$ cat src/verilog/pwm_guard_defines.vh
// Constants for the PWM input stage with shoot-through guard
`ifndef PWM_GUARD_DEFINES_VH
`define PWM_GUARD_DEFINES_VH

// Register byte offsets
`define ADDR_W          4
`define REG_CONFIG      4'h0
`define REG_STATUS      4'h4
`define REG_ERROR       4'h8

// Config fields
`define CFG_DT_LSB      0
`define CFG_DT_W        4
`define CFG_DT_RST      4'h2

// Status bit positions
`define ST_GUARD        0
`define ST_CMD          1
`define ST_DEBUG        2
`define ST_READY        3
`define ST_CLASSB       4

// Error bit positions, write one to clear
`define ER_GUARD        0
`define ER_PRIMARY_RC_OSC         1
`define ER_SECONDARY_RC_OSC         2

// AXI responses
`define RESP_OKAY       2'h0
`define RESP_SLVERR     2'h2

// Timing
`define CLK_PERIOD_NS   50
`define DT_UNIT_NS      200
`define INIT_NS         1000
`define DT_UNIT_CYC     ((`DT_UNIT_NS + `CLK_PERIOD_NS - 1) / `CLK_PERIOD_NS)
`define INIT_CYC        (`INIT_NS / `CLK_PERIOD_NS)

// Oscillator monitor window, per reference period
`define REF_NOM_CYC     1000
`define REF_TOL_CYC     50
`define SEC_NOM_EDGES   500
`define SEC_TOL_EDGES   25

`endif

$ cat src/verilog/pwm_input_stage.v
// PWM input stage with shoot-through guard, ready line, strap and oscillator monitor
`include "pwm_guard_defines.vh"

module pwm_input_stage #(
    parameter [15:0] DT_UNIT   = `DT_UNIT_CYC,
    parameter [15:0] INIT_CYC  = `INIT_CYC,
    parameter [15:0] REF_NOM   = `REF_NOM_CYC,
    parameter [15:0] REF_TOL   = `REF_TOL_CYC,
    parameter [15:0] SEC_NOM   = `SEC_NOM_EDGES,
    parameter [15:0] SEC_TOL   = `SEC_TOL_EDGES
) (
    input  wire               aclk,
    input  wire               aresetn,
    // AXI4-Lite slave
    input  wire [`ADDR_W-1:0] awaddr,
    input  wire               awvalid,
    output wire               awready,
    input  wire [31:0]        wdata,
    input  wire [3:0]         wstrb,
    input  wire               wvalid,
    output wire               wready,
    output reg  [1:0]         bresp,
    output reg                bvalid,
    input  wire               bready,
    input  wire [`ADDR_W-1:0] araddr,
    input  wire               arvalid,
    output wire               arready,
    output reg  [31:0]        rdata,
    output reg  [1:0]         rresp,
    output reg                rvalid,
    input  wire               rready,
    // Pins from the controller
    input  wire               pwm_in,
    input  wire               shoot_guard_in,
    input  wire               enable_in,
    input  wire               enable_valid_in,
    input  wire               guard_valid_in,
    input  wire               reset_ready_line_in,
    output wire               reset_ready_line_out,
    output wire               reset_ready_line_oe,
    input  wire               debug_strap_in,
    // Oscillator monitor inputs
    input  wire               ref_tick_toggle,
    input  wire               sec_osc_toggle,
    // Toward the secondary chip
    output reg                turn_on_cmd,
    output reg                turn_off_cmd,
    output reg                start_stop_osc_run,
    output reg                class_b_fail,
    output reg                debug_mode
);

    // Synchronised pins
    wire [8:0] pins_s;
    wire       pwm_s;
    wire       guard_s;
    wire       en_s;
    wire       en_valid_s;
    wire       guard_valid_s;
    wire       line_s;
    wire       strap_s;
    wire       ref_s;
    wire       sec_s;

    sync_two_ff #(
        .W        (9)
    ) u_sync (
        .aclk     (aclk),
        .aresetn  (aresetn),
        .async_in ({sec_osc_toggle, ref_tick_toggle, debug_strap_in,
                    reset_ready_line_in, guard_valid_in, enable_valid_in,
                    enable_in, shoot_guard_in, pwm_in}),
        .sync_out (pins_s)
    );

    assign pwm_s         = pins_s[0];
    assign guard_s       = pins_s[1];
    assign en_s          = pins_s[2];
    assign en_valid_s    = pins_s[3];
    assign guard_valid_s = pins_s[4];
    assign line_s        = pins_s[5];
    assign strap_s       = pins_s[6];
    assign ref_s         = pins_s[7];
    assign sec_s         = pins_s[8];

    // Ready line driver and external reset detection
    reg  [15:0] init_cnt_q;
    reg  [2:0]  oe_hist_q;
    reg         ext_rst_q;
    wire        drive_low = (init_cnt_q != 16'h0000);
    wire        ext_low   = !line_s && !drive_low && (oe_hist_q == 3'h0);
    wire        rst       = !aresetn || ext_rst_q;

    // Own pull-down echoes back through the synchroniser, so it is masked
    always @(posedge aclk) begin
        if (!aresetn) begin
            oe_hist_q <= 3'h7;
            ext_rst_q <= 1'b0;
        end else begin
            oe_hist_q <= {oe_hist_q[1:0], drive_low};
            ext_rst_q <= ext_low;
        end
    end

    // Hold the line low until the primary side has settled
    always @(posedge aclk) begin
        if (rst) begin
            init_cnt_q <= INIT_CYC;
        end else if (drive_low) begin
            init_cnt_q <= init_cnt_q - 16'h0001;
        end
    end

    assign reset_ready_line_out = 1'b0;
    assign reset_ready_line_oe  = drive_low;

    // Debug strap caught once after power-up release
    reg strap_taken_q;

    always @(posedge aclk) begin
        if (!aresetn) begin
            strap_taken_q <= 1'b0;
            debug_mode    <= 1'b0;
        end else if (!strap_taken_q) begin
            strap_taken_q <= 1'b1;
            debug_mode    <= strap_s;
        end
    end

    // Configuration
    reg [`CFG_DT_W-1:0] cfg_dt_q;

    // Guard window: pulse plus (field + 1) dead time units
    reg  [15:0] dt_cnt_q;
    wire [31:0] dt_prod = ({28'h0000000, cfg_dt_q} + 32'h00000001) * {16'h0000, DT_UNIT};
    wire [15:0] dt_load = dt_prod[15:0];
    wire        inhibit = guard_s || (dt_cnt_q != 16'h0000);

    always @(posedge aclk) begin
        if (rst) begin
            dt_cnt_q <= 16'h0000;
        end else if (guard_s) begin
            dt_cnt_q <= dt_load;
        end else if (dt_cnt_q != 16'h0000) begin
            dt_cnt_q <= dt_cnt_q - 16'h0001;
        end
    end

    // Switch command
    wire en_ok   = en_s && en_valid_s;
    wire cmd_q   = turn_on_cmd;
    wire start   = pwm_s && en_ok && guard_valid_s && !cmd_q;
    wire blocked = start && inhibit;
    reg  blocked_q;
    reg  cmd_d;

    // Level-sensitive start, so a briefly blocked edge only delays turn-on
    always @* begin
        cmd_d = 1'b0;
        if (!pwm_s || !en_ok) begin
            cmd_d = 1'b0;
        end else if (cmd_q) begin
            cmd_d = 1'b1;
        end else if (guard_valid_s && !inhibit) begin
            cmd_d = 1'b1;
        end
    end

    always @(posedge aclk) begin
        if (rst) begin
            turn_on_cmd        <= 1'b0;
            turn_off_cmd       <= 1'b1;
            start_stop_osc_run <= 1'b0;
            blocked_q          <= 1'b0;
        end else begin
            turn_on_cmd        <= cmd_d;
            turn_off_cmd       <= !cmd_d;
            start_stop_osc_run <= cmd_d;
            blocked_q          <= blocked;
        end
    end

    // Flag only a block seen on two consecutive samples
    wire viol_set = blocked && blocked_q;

    // Oscillator monitor against an independent reference tick
    reg         ref_d_q;
    reg         sec_d_q;
    reg         armed_q;
    reg  [15:0] cyc_cnt_q;
    reg  [15:0] sec_cnt_q;
    wire        ref_edge = ref_s ^ ref_d_q;
    wire        sec_edge = sec_s ^ sec_d_q;
    wire        cyc_lo   = cyc_cnt_q < (REF_NOM - REF_TOL);
    wire        cyc_hi   = cyc_cnt_q > (REF_NOM + REF_TOL);
    wire        sec_bad  = (sec_cnt_q < (SEC_NOM - SEC_TOL)) ||
                           (sec_cnt_q > (SEC_NOM + SEC_TOL));
    wire        primary_rc_osc_set = armed_q && ((ref_edge && cyc_lo) || cyc_hi);
    wire        secondary_rc_osc_set = armed_q && ref_edge && sec_bad;

    // Counts saturate; a lost reference shows as primary overrun
    always @(posedge aclk) begin
        if (rst) begin
            ref_d_q   <= ref_s; // No false edge when a line reset lifts
            sec_d_q   <= sec_s;
            armed_q   <= 1'b0;
            cyc_cnt_q <= 16'h0000;
            sec_cnt_q <= 16'h0000;
        end else begin
            ref_d_q <= ref_s;
            sec_d_q <= sec_s;
            if (ref_edge) begin
                armed_q   <= 1'b1;
                cyc_cnt_q <= 16'h0000;
                sec_cnt_q <= 16'h0000;
            end else begin
                if (cyc_cnt_q != 16'hFFFF) begin
                    cyc_cnt_q <= cyc_cnt_q + 16'h0001;
                end
                if (sec_edge && sec_cnt_q != 16'hFFFF) begin
                    sec_cnt_q <= sec_cnt_q + 16'h0001;
                end
            end
        end
    end

    // AXI4-Lite write path
    reg  [`ADDR_W-1:0] aw_addr_q;
    reg                aw_held_q;
    reg  [31:0]        w_data_q;
    reg  [3:0]         w_strb_q;
    reg                w_held_q;
    wire               do_write = aw_held_q && w_held_q && !bvalid;
    wire               wr_err   = do_write && (aw_addr_q == `REG_ERROR) && w_strb_q[0];

    assign awready = !aw_held_q && !bvalid;
    assign wready  = !w_held_q && !bvalid;
    assign arready = !rvalid;

    // Bus channels stay on aresetn so a ready-line reset cannot break a beat
    always @(posedge aclk) begin
        if (!aresetn) begin
            aw_held_q <= 1'b0;
            w_held_q  <= 1'b0;
            aw_addr_q <= {`ADDR_W{1'b0}};
            w_data_q  <= 32'h00000000;
            w_strb_q  <= 4'h0;
            bvalid    <= 1'b0;
            bresp     <= `RESP_OKAY;
        end else begin
            if (awvalid && awready) begin
                aw_held_q <= 1'b1;
                aw_addr_q <= awaddr;
            end
            if (wvalid && wready) begin
                w_held_q <= 1'b1;
                w_data_q <= wdata;
                w_strb_q <= wstrb;
            end
            if (do_write) begin
                aw_held_q <= 1'b0;
                w_held_q  <= 1'b0;
                bvalid    <= 1'b1;
                case (aw_addr_q)
                    `REG_CONFIG, `REG_STATUS, `REG_ERROR: bresp <= `RESP_OKAY;
                    default: bresp <= `RESP_SLVERR;
                endcase
            end else if (bvalid && bready) begin
                bvalid <= 1'b0;
            end
        end
    end

    // Config register
    always @(posedge aclk) begin
        if (rst) begin
            cfg_dt_q <= `CFG_DT_RST;
        end else if (do_write && aw_addr_q == `REG_CONFIG && w_strb_q[0]) begin
            cfg_dt_q <= w_data_q[`CFG_DT_LSB +: `CFG_DT_W];
        end
    end

    // Sticky error flags: set wins over a write-one clear
    reg viol_q;
    reg primary_rc_osc_q;
    reg secondary_rc_osc_q;

    always @(posedge aclk) begin
        if (rst) begin
            viol_q       <= 1'b0;
            primary_rc_osc_q       <= 1'b0;
            secondary_rc_osc_q       <= 1'b0;
            class_b_fail <= 1'b0;
        end else begin
            viol_q <= viol_set || (viol_q && !(wr_err && w_data_q[`ER_GUARD]));
            primary_rc_osc_q <= primary_rc_osc_set || (primary_rc_osc_q && !(wr_err && w_data_q[`ER_PRIMARY_RC_OSC]));
            secondary_rc_osc_q <= secondary_rc_osc_set || (secondary_rc_osc_q && !(wr_err && w_data_q[`ER_SECONDARY_RC_OSC]));
            class_b_fail <= primary_rc_osc_set || secondary_rc_osc_set ||
                            ((primary_rc_osc_q || secondary_rc_osc_q) && !(wr_err &&
                             (w_data_q[`ER_PRIMARY_RC_OSC] || w_data_q[`ER_SECONDARY_RC_OSC]) &&
                             !(primary_rc_osc_q && !w_data_q[`ER_PRIMARY_RC_OSC]) &&
                             !(secondary_rc_osc_q && !w_data_q[`ER_SECONDARY_RC_OSC])));
        end
    end

    // Read data mux
    reg [31:0] rd_mux;
    reg        rd_ok;

    always @* begin
        rd_mux = 32'h00000000;
        rd_ok  = 1'b1;
        case (araddr)
            `REG_CONFIG: rd_mux[`CFG_DT_LSB +: `CFG_DT_W] = cfg_dt_q;
            `REG_STATUS: begin
                rd_mux[`ST_GUARD]  = inhibit;
                rd_mux[`ST_CMD]    = turn_on_cmd;
                rd_mux[`ST_DEBUG]  = debug_mode;
                rd_mux[`ST_READY]  = !drive_low;
                rd_mux[`ST_CLASSB] = class_b_fail;
            end
            `REG_ERROR: begin
                rd_mux[`ER_GUARD] = viol_q;
                rd_mux[`ER_PRIMARY_RC_OSC]  = primary_rc_osc_q;
                rd_mux[`ER_SECONDARY_RC_OSC]  = secondary_rc_osc_q;
            end
            default: rd_ok = 1'b0;
        endcase
    end

    // AXI4-Lite read path, one cycle to answer
    always @(posedge aclk) begin
        if (!aresetn) begin
            rvalid <= 1'b0;
            rdata  <= 32'h00000000;
            rresp  <= `RESP_OKAY;
        end else if (arvalid && arready) begin
            rvalid <= 1'b1;
            rdata  <= rd_mux;
            rresp  <= rd_ok ? `RESP_OKAY : `RESP_SLVERR;
        end else if (rvalid && rready) begin
            rvalid <= 1'b0;
        end
    end

endmodule

$ cat src/verilog/sync_two_ff.v
// Two flip-flop synchroniser for a group of asynchronous levels
module sync_two_ff #(
    parameter W = 1
) (
    input  wire         aclk,
    input  wire         aresetn,
    input  wire [W-1:0] async_in,
    output wire [W-1:0] sync_out
);

    reg [W-1:0] meta_q;
    reg [W-1:0] sync_q;

    // First stage is read only by the second stage
    // No reset, so a strapped level is already through both stages when reset lifts
    always @(posedge aclk) begin
        meta_q <= async_in;
        sync_q <= meta_q;
    end

    assign sync_out = sync_q;

endmodule

$ cat config.mk
export PLATFORM = sky130hd
export DESIGN_NAME = pwm_input_stage
export DESIGN_NICKNAME = d
export VERILOG_FILES = /design/src/verilog/pwm_input_stage.v /design/src/verilog/sync_two_ff.v
export VERILOG_INCLUDE_DIRS = /design/src /design/src/verilog
export SDC_FILE = /design/constraint.sdc
export NUM_CORES = 1
export LEC_CHECK = 0
export BUFFER_PORTS_ARGS = -buffer_cell sky130_fd_sc_hd__buf_2
export CORE_MARGIN = 2
export CORE_UTILIZATION = 48
export DETAILED_ROUTE_END_ITERATION = 10
export GPL_TIMING_DRIVEN = 0
export HOLD_SLACK_MARGIN = 0.06
export PLACE_DENSITY = 0.71
export SYNTH_ARGS = -nofsm -noshare
export SYNTH_HDL_FRONTEND = slang
export SYNTH_SLANG_ARGS = --single-unit
$ cat constraint.sdc
create_clock -name aclk -period 2.3 [get_ports aclk]
set_input_delay 0.345 -clock aclk [delete_from_list [all_inputs] [get_ports aclk]]
set_output_delay 0.345 -clock aclk [all_outputs]
set_load 0.02 [all_outputs]
---- Word-level counts from Yosys, hierarchy flattened ----
Index checks and enable logic that the tools add are counted.
operators by class
  bitwise operators ....................... 3
  reductions and logical operators ........ 84
  multiplexer cells ....................... 16
  order comparisons ....................... 4
  add/sub/neg operators ................... 5
  eq/ne operators ......................... 6
operator list
  operator                 count
  $logic_and A1 B1 Y1      39
  $add A16 B1 Y16 const B  2
  $mux W16                 2
  $ne A16 B16 Y1 const B   2
  $reduce_bool A16 Y1      2
  $sub A16 B1 Y16 const B  2
  $logic_not A1 Y1         20
  $gt A16 B10 Y1 const B   1
  $gt A16 B11 Y1 const B   1
  $lt A16 B10 Y1 const B   1
  $lt A16 B9 Y1 const B    1
  $logic_or A1 B1 Y1       12
  $mux W1                  10
  $pmux W3 S3              1
  $eq A4 B3 Y1 const B     2
  $eq A4 B4 Y1 const B     2
  $logic_not A4 Y1         2
  $reduce_bool A2 Y1       3
  $reduce_or A2 Y1         3
  $reduce_or A3 Y1         2
  $add A4 B1 Y5 const B    1
  $mux W2                  2
  $logic_not A3 Y1         1
  $pmux W1 S2              1
  2 further kinds          3
storage, ports and cells
  bits of input ports ..................... 60
  output and inout port bits .............. 48
  register bits ........................... 124

---- Longest topological paths before layout ----
  word-level depth ........................ 10
  gate-level depth with buffers ........... 8

---- Hierarchy ----
From an unflattened synthesis, not the netlist that was laid out.
second synthesis, totals
  cell total of the unflattened synthesis .. 600
  area, all modules ....................... 5407.7 sq um
modules (own cells, without submodules)
  module           instances  cells an instance  seq. area each (sq um)  area each (sq um)
  pwm_input_stage  1          582                2082.0                  5047.3
  sync_two_ff      1          18                 360.3                   360.3

---- Worst setup path before layout ----
No wires, ideal clock.
  kind .................................... flip-flop to output port
  start point ............................. register init_cnt_q[3]
  end point ............................... output reset_ready_line_oe
  data arrival time ....................... 1.470 ns
  stages on the path, launching flop included .. 5
  required time ........................... 1.955 ns
  slack ................................... 0.485 ns
  path through ............................ dfxtp_1 > or4_4 > or3_4 > nor2_8 > inv_6
between the ends
  cells in the longest elaborated chain, start to end .. 1
ends and longest elaborated chain
  what                    line                   RTL
  from (decl)             pwm_input_stage.v:87   reg [15:0] init_cnt_q;
  from (signal assigned)  pwm_input_stage.v:110  init_cnt_q <= init_cnt_q - 16'h0001;
  $reduce_bool A16 Y1     pwm_input_stage.v:90   wire drive_low = (init_cnt_q != 16'h0000);
  to (decl)               pwm_input_stage.v:40   output wire reset_ready_line_oe,
Every way passes these cells.

---- Final worst setup path ----
  start point ............................. register init_cnt_q[6]
  end point ............................... output reset_ready_line_oe
The elaborated chain is that of the path after synthesis.

==> reports/qor.json <==
{
  "timing.final.crit_share": {"value": 99.2, "unit": "%"},
  "synth_cells": {"value": 592},
  "worst_setup_hold_path_clk_slew": {"value": 0.05, "unit": "ns"},
  "p_sw": {"value": 1.38, "unit": "mW"},
  "drt_pre_antenna_iters": {"value": 4},
  "floorplan.initialDensity": {"value": 49.6, "unit": "%"},
  "maxCapViolations": {"value": 0},
  "clock_path_buffers": {"value": 2},
  "power_frac_comb": {"value": 11.4, "unit": "%"},
  "cts.root.buffer_cell": {"value": "sky130_fd_sc_hd__clkbuf_16"},
  "die_w": {"value": 110, "unit": "um"},
  "seq_area_frac_synth": {"value": 45.0, "unit": "%"},
  "worst-path-max-fanout": {"value": 2},
  "fp.coreArea": {"value": 10900, "unit": "um^2"},
  "synth_seq_cells": {"value": 122},
  "cp_data_arrival_time": {"value": 1.94, "unit": "ns"},
  "hp-start": {"value": "arvalid"},
  "drc_errors": {"value": 0},
  "grt-ovfl-total": {"value": 0},
  "drt-wirelength-per-cell": {"value": 13.5, "unit": "um"},
  "grt_total_usage": {"value": 19.9, "unit": "%"},
  "final_util": {"value": 61.4, "unit": "%"},
  "asr_flop_ratio_synth": {"value": 0, "unit": "%"},
  "dr_total_vias": {"value": 4416},
  "power_report.internal_total": {"value": 4.35, "unit": "mW"},
  "tritoncts": {"value": "built"},
  "area_growth_synth_to_finish": {"value": 23.7, "unit": "%"},
  "finalSetupViolations": {"value": 0},
  "ff2ff_setup_slack": {"value": 0.20, "unit": "ns"},
  "numClockSinks": {"value": 122},
  "global_route_wire_length_before_repair": {"value": 18.7, "unit": "mm"},
  "n_fill_cell": {"value": 941},
  "cts_htree_levels": {"value": 4},
  "iteration_0_drc_markers": {"value": 206},
  "endpoint_kind": {"value": "primary output"},
  "rsz_0062_raised_after_global_routing": {"value": "true"},
  "count_of_boundary_i_o_pins": {"value": 108},
  "antennaDiodeCount": {"value": 0},
  "timing.final.max_slew_violations": {"value": 0},
  "largest_net_degree_at_the_start_of_global_routing": {"value": 17},
  "hold_end": {"value": "rvalid"},
  "worst_hold_stages": {"value": 2},
  "num-nets-final": {"value": 767},
  "finalSetupTns": {"value": 0, "unit": "ns"},
  "postSynthAreaPerCell": {"value": 9.17, "unit": "um^2"},
  "number_of_global_route_vias_before_repair": {"value": 4296},
  "leakage": {"value": 2.64, "unit": "nW"},
  "synthDominantAreaCellType": {"value": "sky130_fd_sc_hd__dfxtp_1"},
  "start_kind": {"value": "flip-flop"},
  "p_sw_share": {"value": 24.1, "unit": "%"},
  "worstSkewPairLatency": {"value": 0.42, "unit": "ns"},
  "rr_worst_depth": {"value": 6},
  "avgViaCountPerCell": {"value": 5.18},
  "timing_worst_slew_pin_value": {"value": 0.781, "unit": "ns"},
  "power_frac_clock": {"value": 48.6, "unit": "%"},
  "report.final.hold_viol_count": {"value": 0},
  "synth-edff-count": {"value": 0},
  "vdd_drop_max": {"value": 653, "unit": "uV"},
  "detail_route.wirelength": {"value": 11.5, "unit": "mm"},
  "residual_antenna_violating_net_count_after_detailed_routing": {"value": 0},
  "floorplan.die.height": {"value": 110, "unit": "um"},
  "dominantRegCellSynth": {"value": "sky130_fd_sc_hd__dfxtp_1"},
  "final_hpwl_dp": {"value": 8.15, "unit": "mm"},
  "synth_top_area_share": {"value": 45.0, "unit": "%"},
  "io_buffer_count": {"value": 45},
  "synth_cell_types": {"value": 63},
  "sequential_fraction_of_design_power": {"value": 40.0, "unit": "%"},
  "status": {"value": "complete, no violations"},
  "finalHoldWorstSlack": {"value": 0.166, "unit": "ns"},
  "post_route_cells_drive_above_1_share": {"value": 19.2, "unit": "%"},
  "synth_area_leaders": {"value": "sky130_fd_sc_hd__dfxtp_1 45%, sky130_fd_sc_hd__nor2_1 5.4%, sky130_fd_sc_hd__xnor2_1 4.7%"},
  "antenna_found_initial": {"value": 0},
  "r2r_start": {"value": "init_cnt_q[6]"},
  "rows": {"value": 38},
  "cts_made_buffers": {"value": 17},
  "maxSlewHeadroom": {"value": 47.5, "unit": "%"},
  "globalplace.congestion": {"value": 0.872},
  "syn_area": {"value": 5430, "unit": "um^2"},
  "finalClockSkew": {"value": 0.0105, "unit": "ns"},
  "p_per_area": {"value": 854, "unit": "nW/um^2"},
  "hold_crit_class": {"value": "primary input to flip-flop"},
  "final_critical_path_time_including_i_o_delays_and_setup": {"value": 2.28, "unit": "ns"},
  "crit_type": {"value": "flip-flop to primary output"},
  "maxClockFrequency": {"value": 438, "unit": "MHz"},
  "required": {"value": 1.96, "unit": "ns"},
  "yosysWarnings": {"value": 0},
  "fp.dieArea": {"value": 12200, "unit": "um^2"},
  "timing.rr.end": {"value": "init_cnt_q[5]"}
}
## worst max-delay path by stage
stage | start | to
finish | init_cnt_q[6] | reset_ready_line_oe
floorplan | init_cnt_q[3] | reset_ready_line_oe
global route | init_cnt_q[6] | reset_ready_line_oe
detailed placement | aresetn | viol_q
global placement | aresetn | viol_q
CTS | init_cnt_q[6] | reset_ready_line_oe
## power groups by stage
stage,sequential [mW],combinational (mW),clock (mW)
after floorplan,2.33,0.482,0
after global routing,2.30,0.723,2.93
after CTS,2.29,0.651,2.83
after detailed placement,2.33,0.625,0
final,2.29,0.654,2.79
after global placement,2.33,0.608,0
## per-stage QoR
stage | total power, mW | cell area, um^2 | setup WS, ns | cells
2_1_floorplan | 2.81 | 5540 | 0.485 | 621
6_report | 5.74 | 6720 | 0.0174 | 852
3_5_place_dp | 2.96 | 5940 | 0.170 | 806
5_1_grt | 5.96 | 6720 | -0.0285 | 852
4_1_cts | 5.77 | 6710 | -0.0230 | 852
3_3_place_gp | 2.94 | 5940 | 0.170 | 806
## cell usage in the layout (no fill, tap or decap), drive strengths merged, types with 3 or more instances in the layout
cell type	instances
clkinvlp	3
clkbuf	32
nor3	23
conb	30
nand3	29
clkinv	5
dfxtp	122
nor3b	8
xor2	19
inv	14
bufinv	4
and2	3
a22oi	4
and3	4
nand4b	3
or4	7
nand4	13
or3	8
nor2b	19
o211ai	4
nor2	79
nand2b	6
ha	8
nand2	33
dlygate4sd3	9
buf	82
nor4	8
o21ai	13
a211oi	9
nor4b	6
mux2i	20
a21oi	23
or2	3
xnor2	29
## what timing repair did
action,CTS,global route
hold buffers,9,0
endpoints found under the hold margin,9,0
pin swaps,4,1
buffers inserted,5,0
endpoints found under the setup margin,1,1
gates resized for setup,6,1
## sequential cells by signal (all words and copies together) (netlist names), 3 cells and up
register / flops
cyc_cnt_q: 16
dt_cnt_q: 16
init_cnt_q: 16
sec_cnt_q: 16
u_sync.meta_q: 9
u_sync.sync_out: 9
rdata: 5
aw_addr_q: 4
cfg_dt_q: 4
w_data_q: 4
oe_hist_q: 3
## worst max-delay path, stage by stage (launching register included)
cell	delay (ns)
sky130_fd_sc_hd__dfxtp_2	0.32
sky130_fd_sc_hd__or4_4	0.54
sky130_fd_sc_hd__or3_4	0.38
sky130_fd_sc_hd__nor2_8	0.12
sky130_fd_sc_hd__inv_6	0.04
sky130_fd_sc_hd__buf_6	0.12
## cells in the mapped netlist (all sizes together), types with 2 or more instances
library cell / n
nand4b: 3
a2111oi: 2
nand2b: 6
nand4: 13
and2: 3
buf: 32
nand3b: 2
o211ai: 4
o21ai: 13
o31ai: 2
and3: 4
and3b: 2
or2: 3
mux2i: 20
o21a: 2
clkbuf: 12
a21boi: 2
xor2: 19
nor4b: 6
a211o: 2
nand3: 29
nor2b: 19
nor4: 8
dfxtp: 122
a22oi: 4
nor3b: 8
a311oi: 2
xnor2: 29
nor3: 23
nand2: 33
inv: 14
or3: 8
a211oi: 9
nor2: 79
ha: 8
a21oi: 23
o2111ai: 2
or4: 7
## area by class of cell
| type | count | area, um^2 | share of cell area, % |
|---|---|---|---|
| clock buffers | 20 | 457 | 6.80 |
| repair buffers | 59 | 359 | 5.35 |
| well taps | 140 | 175 | 2.61 |
| clock inverters | 12 | 171 | 2.55 |
| multi-input cells | 441 | 2760 | 41.1 |
| flip-flops and latches | 122 | 2450 | 36.4 |
| plain buffers | 44 | 289 | 4.30 |
| inverters | 14 | 57.6 | 0.857 |
## kinds of logic (layout without fill, tap and decap cells)
family	after synthesis	after routing	synth area share, %
adders and majority gates	8	8	1.84
xor gates and xnor gates	48	48	7.74
buffers and inverters	58	149	6.38
and+or+nand+nor	259	259	26.0
DFF	122	122	45.0
muxes	20	20	3.69
AOI/OAI and AO/OA	76	76	9.27
other	1	30	0.0691
## layer usage
| layer | up-vias | wire [um] | track usage (%) |
|---|---|---|---|
| met5 | - | 0 | 0 |
| met4 | 0 | 141 | 6.70 |
| met3 | 16 | 488 | 7.05 |
| met2 | 87 | 5820 | 34.9 |
| met1 | 2071 | 5010 | 22.4 |
| li1 | 2242 | - | - |
No activity file was read; power rests on OpenSTA's default activity.
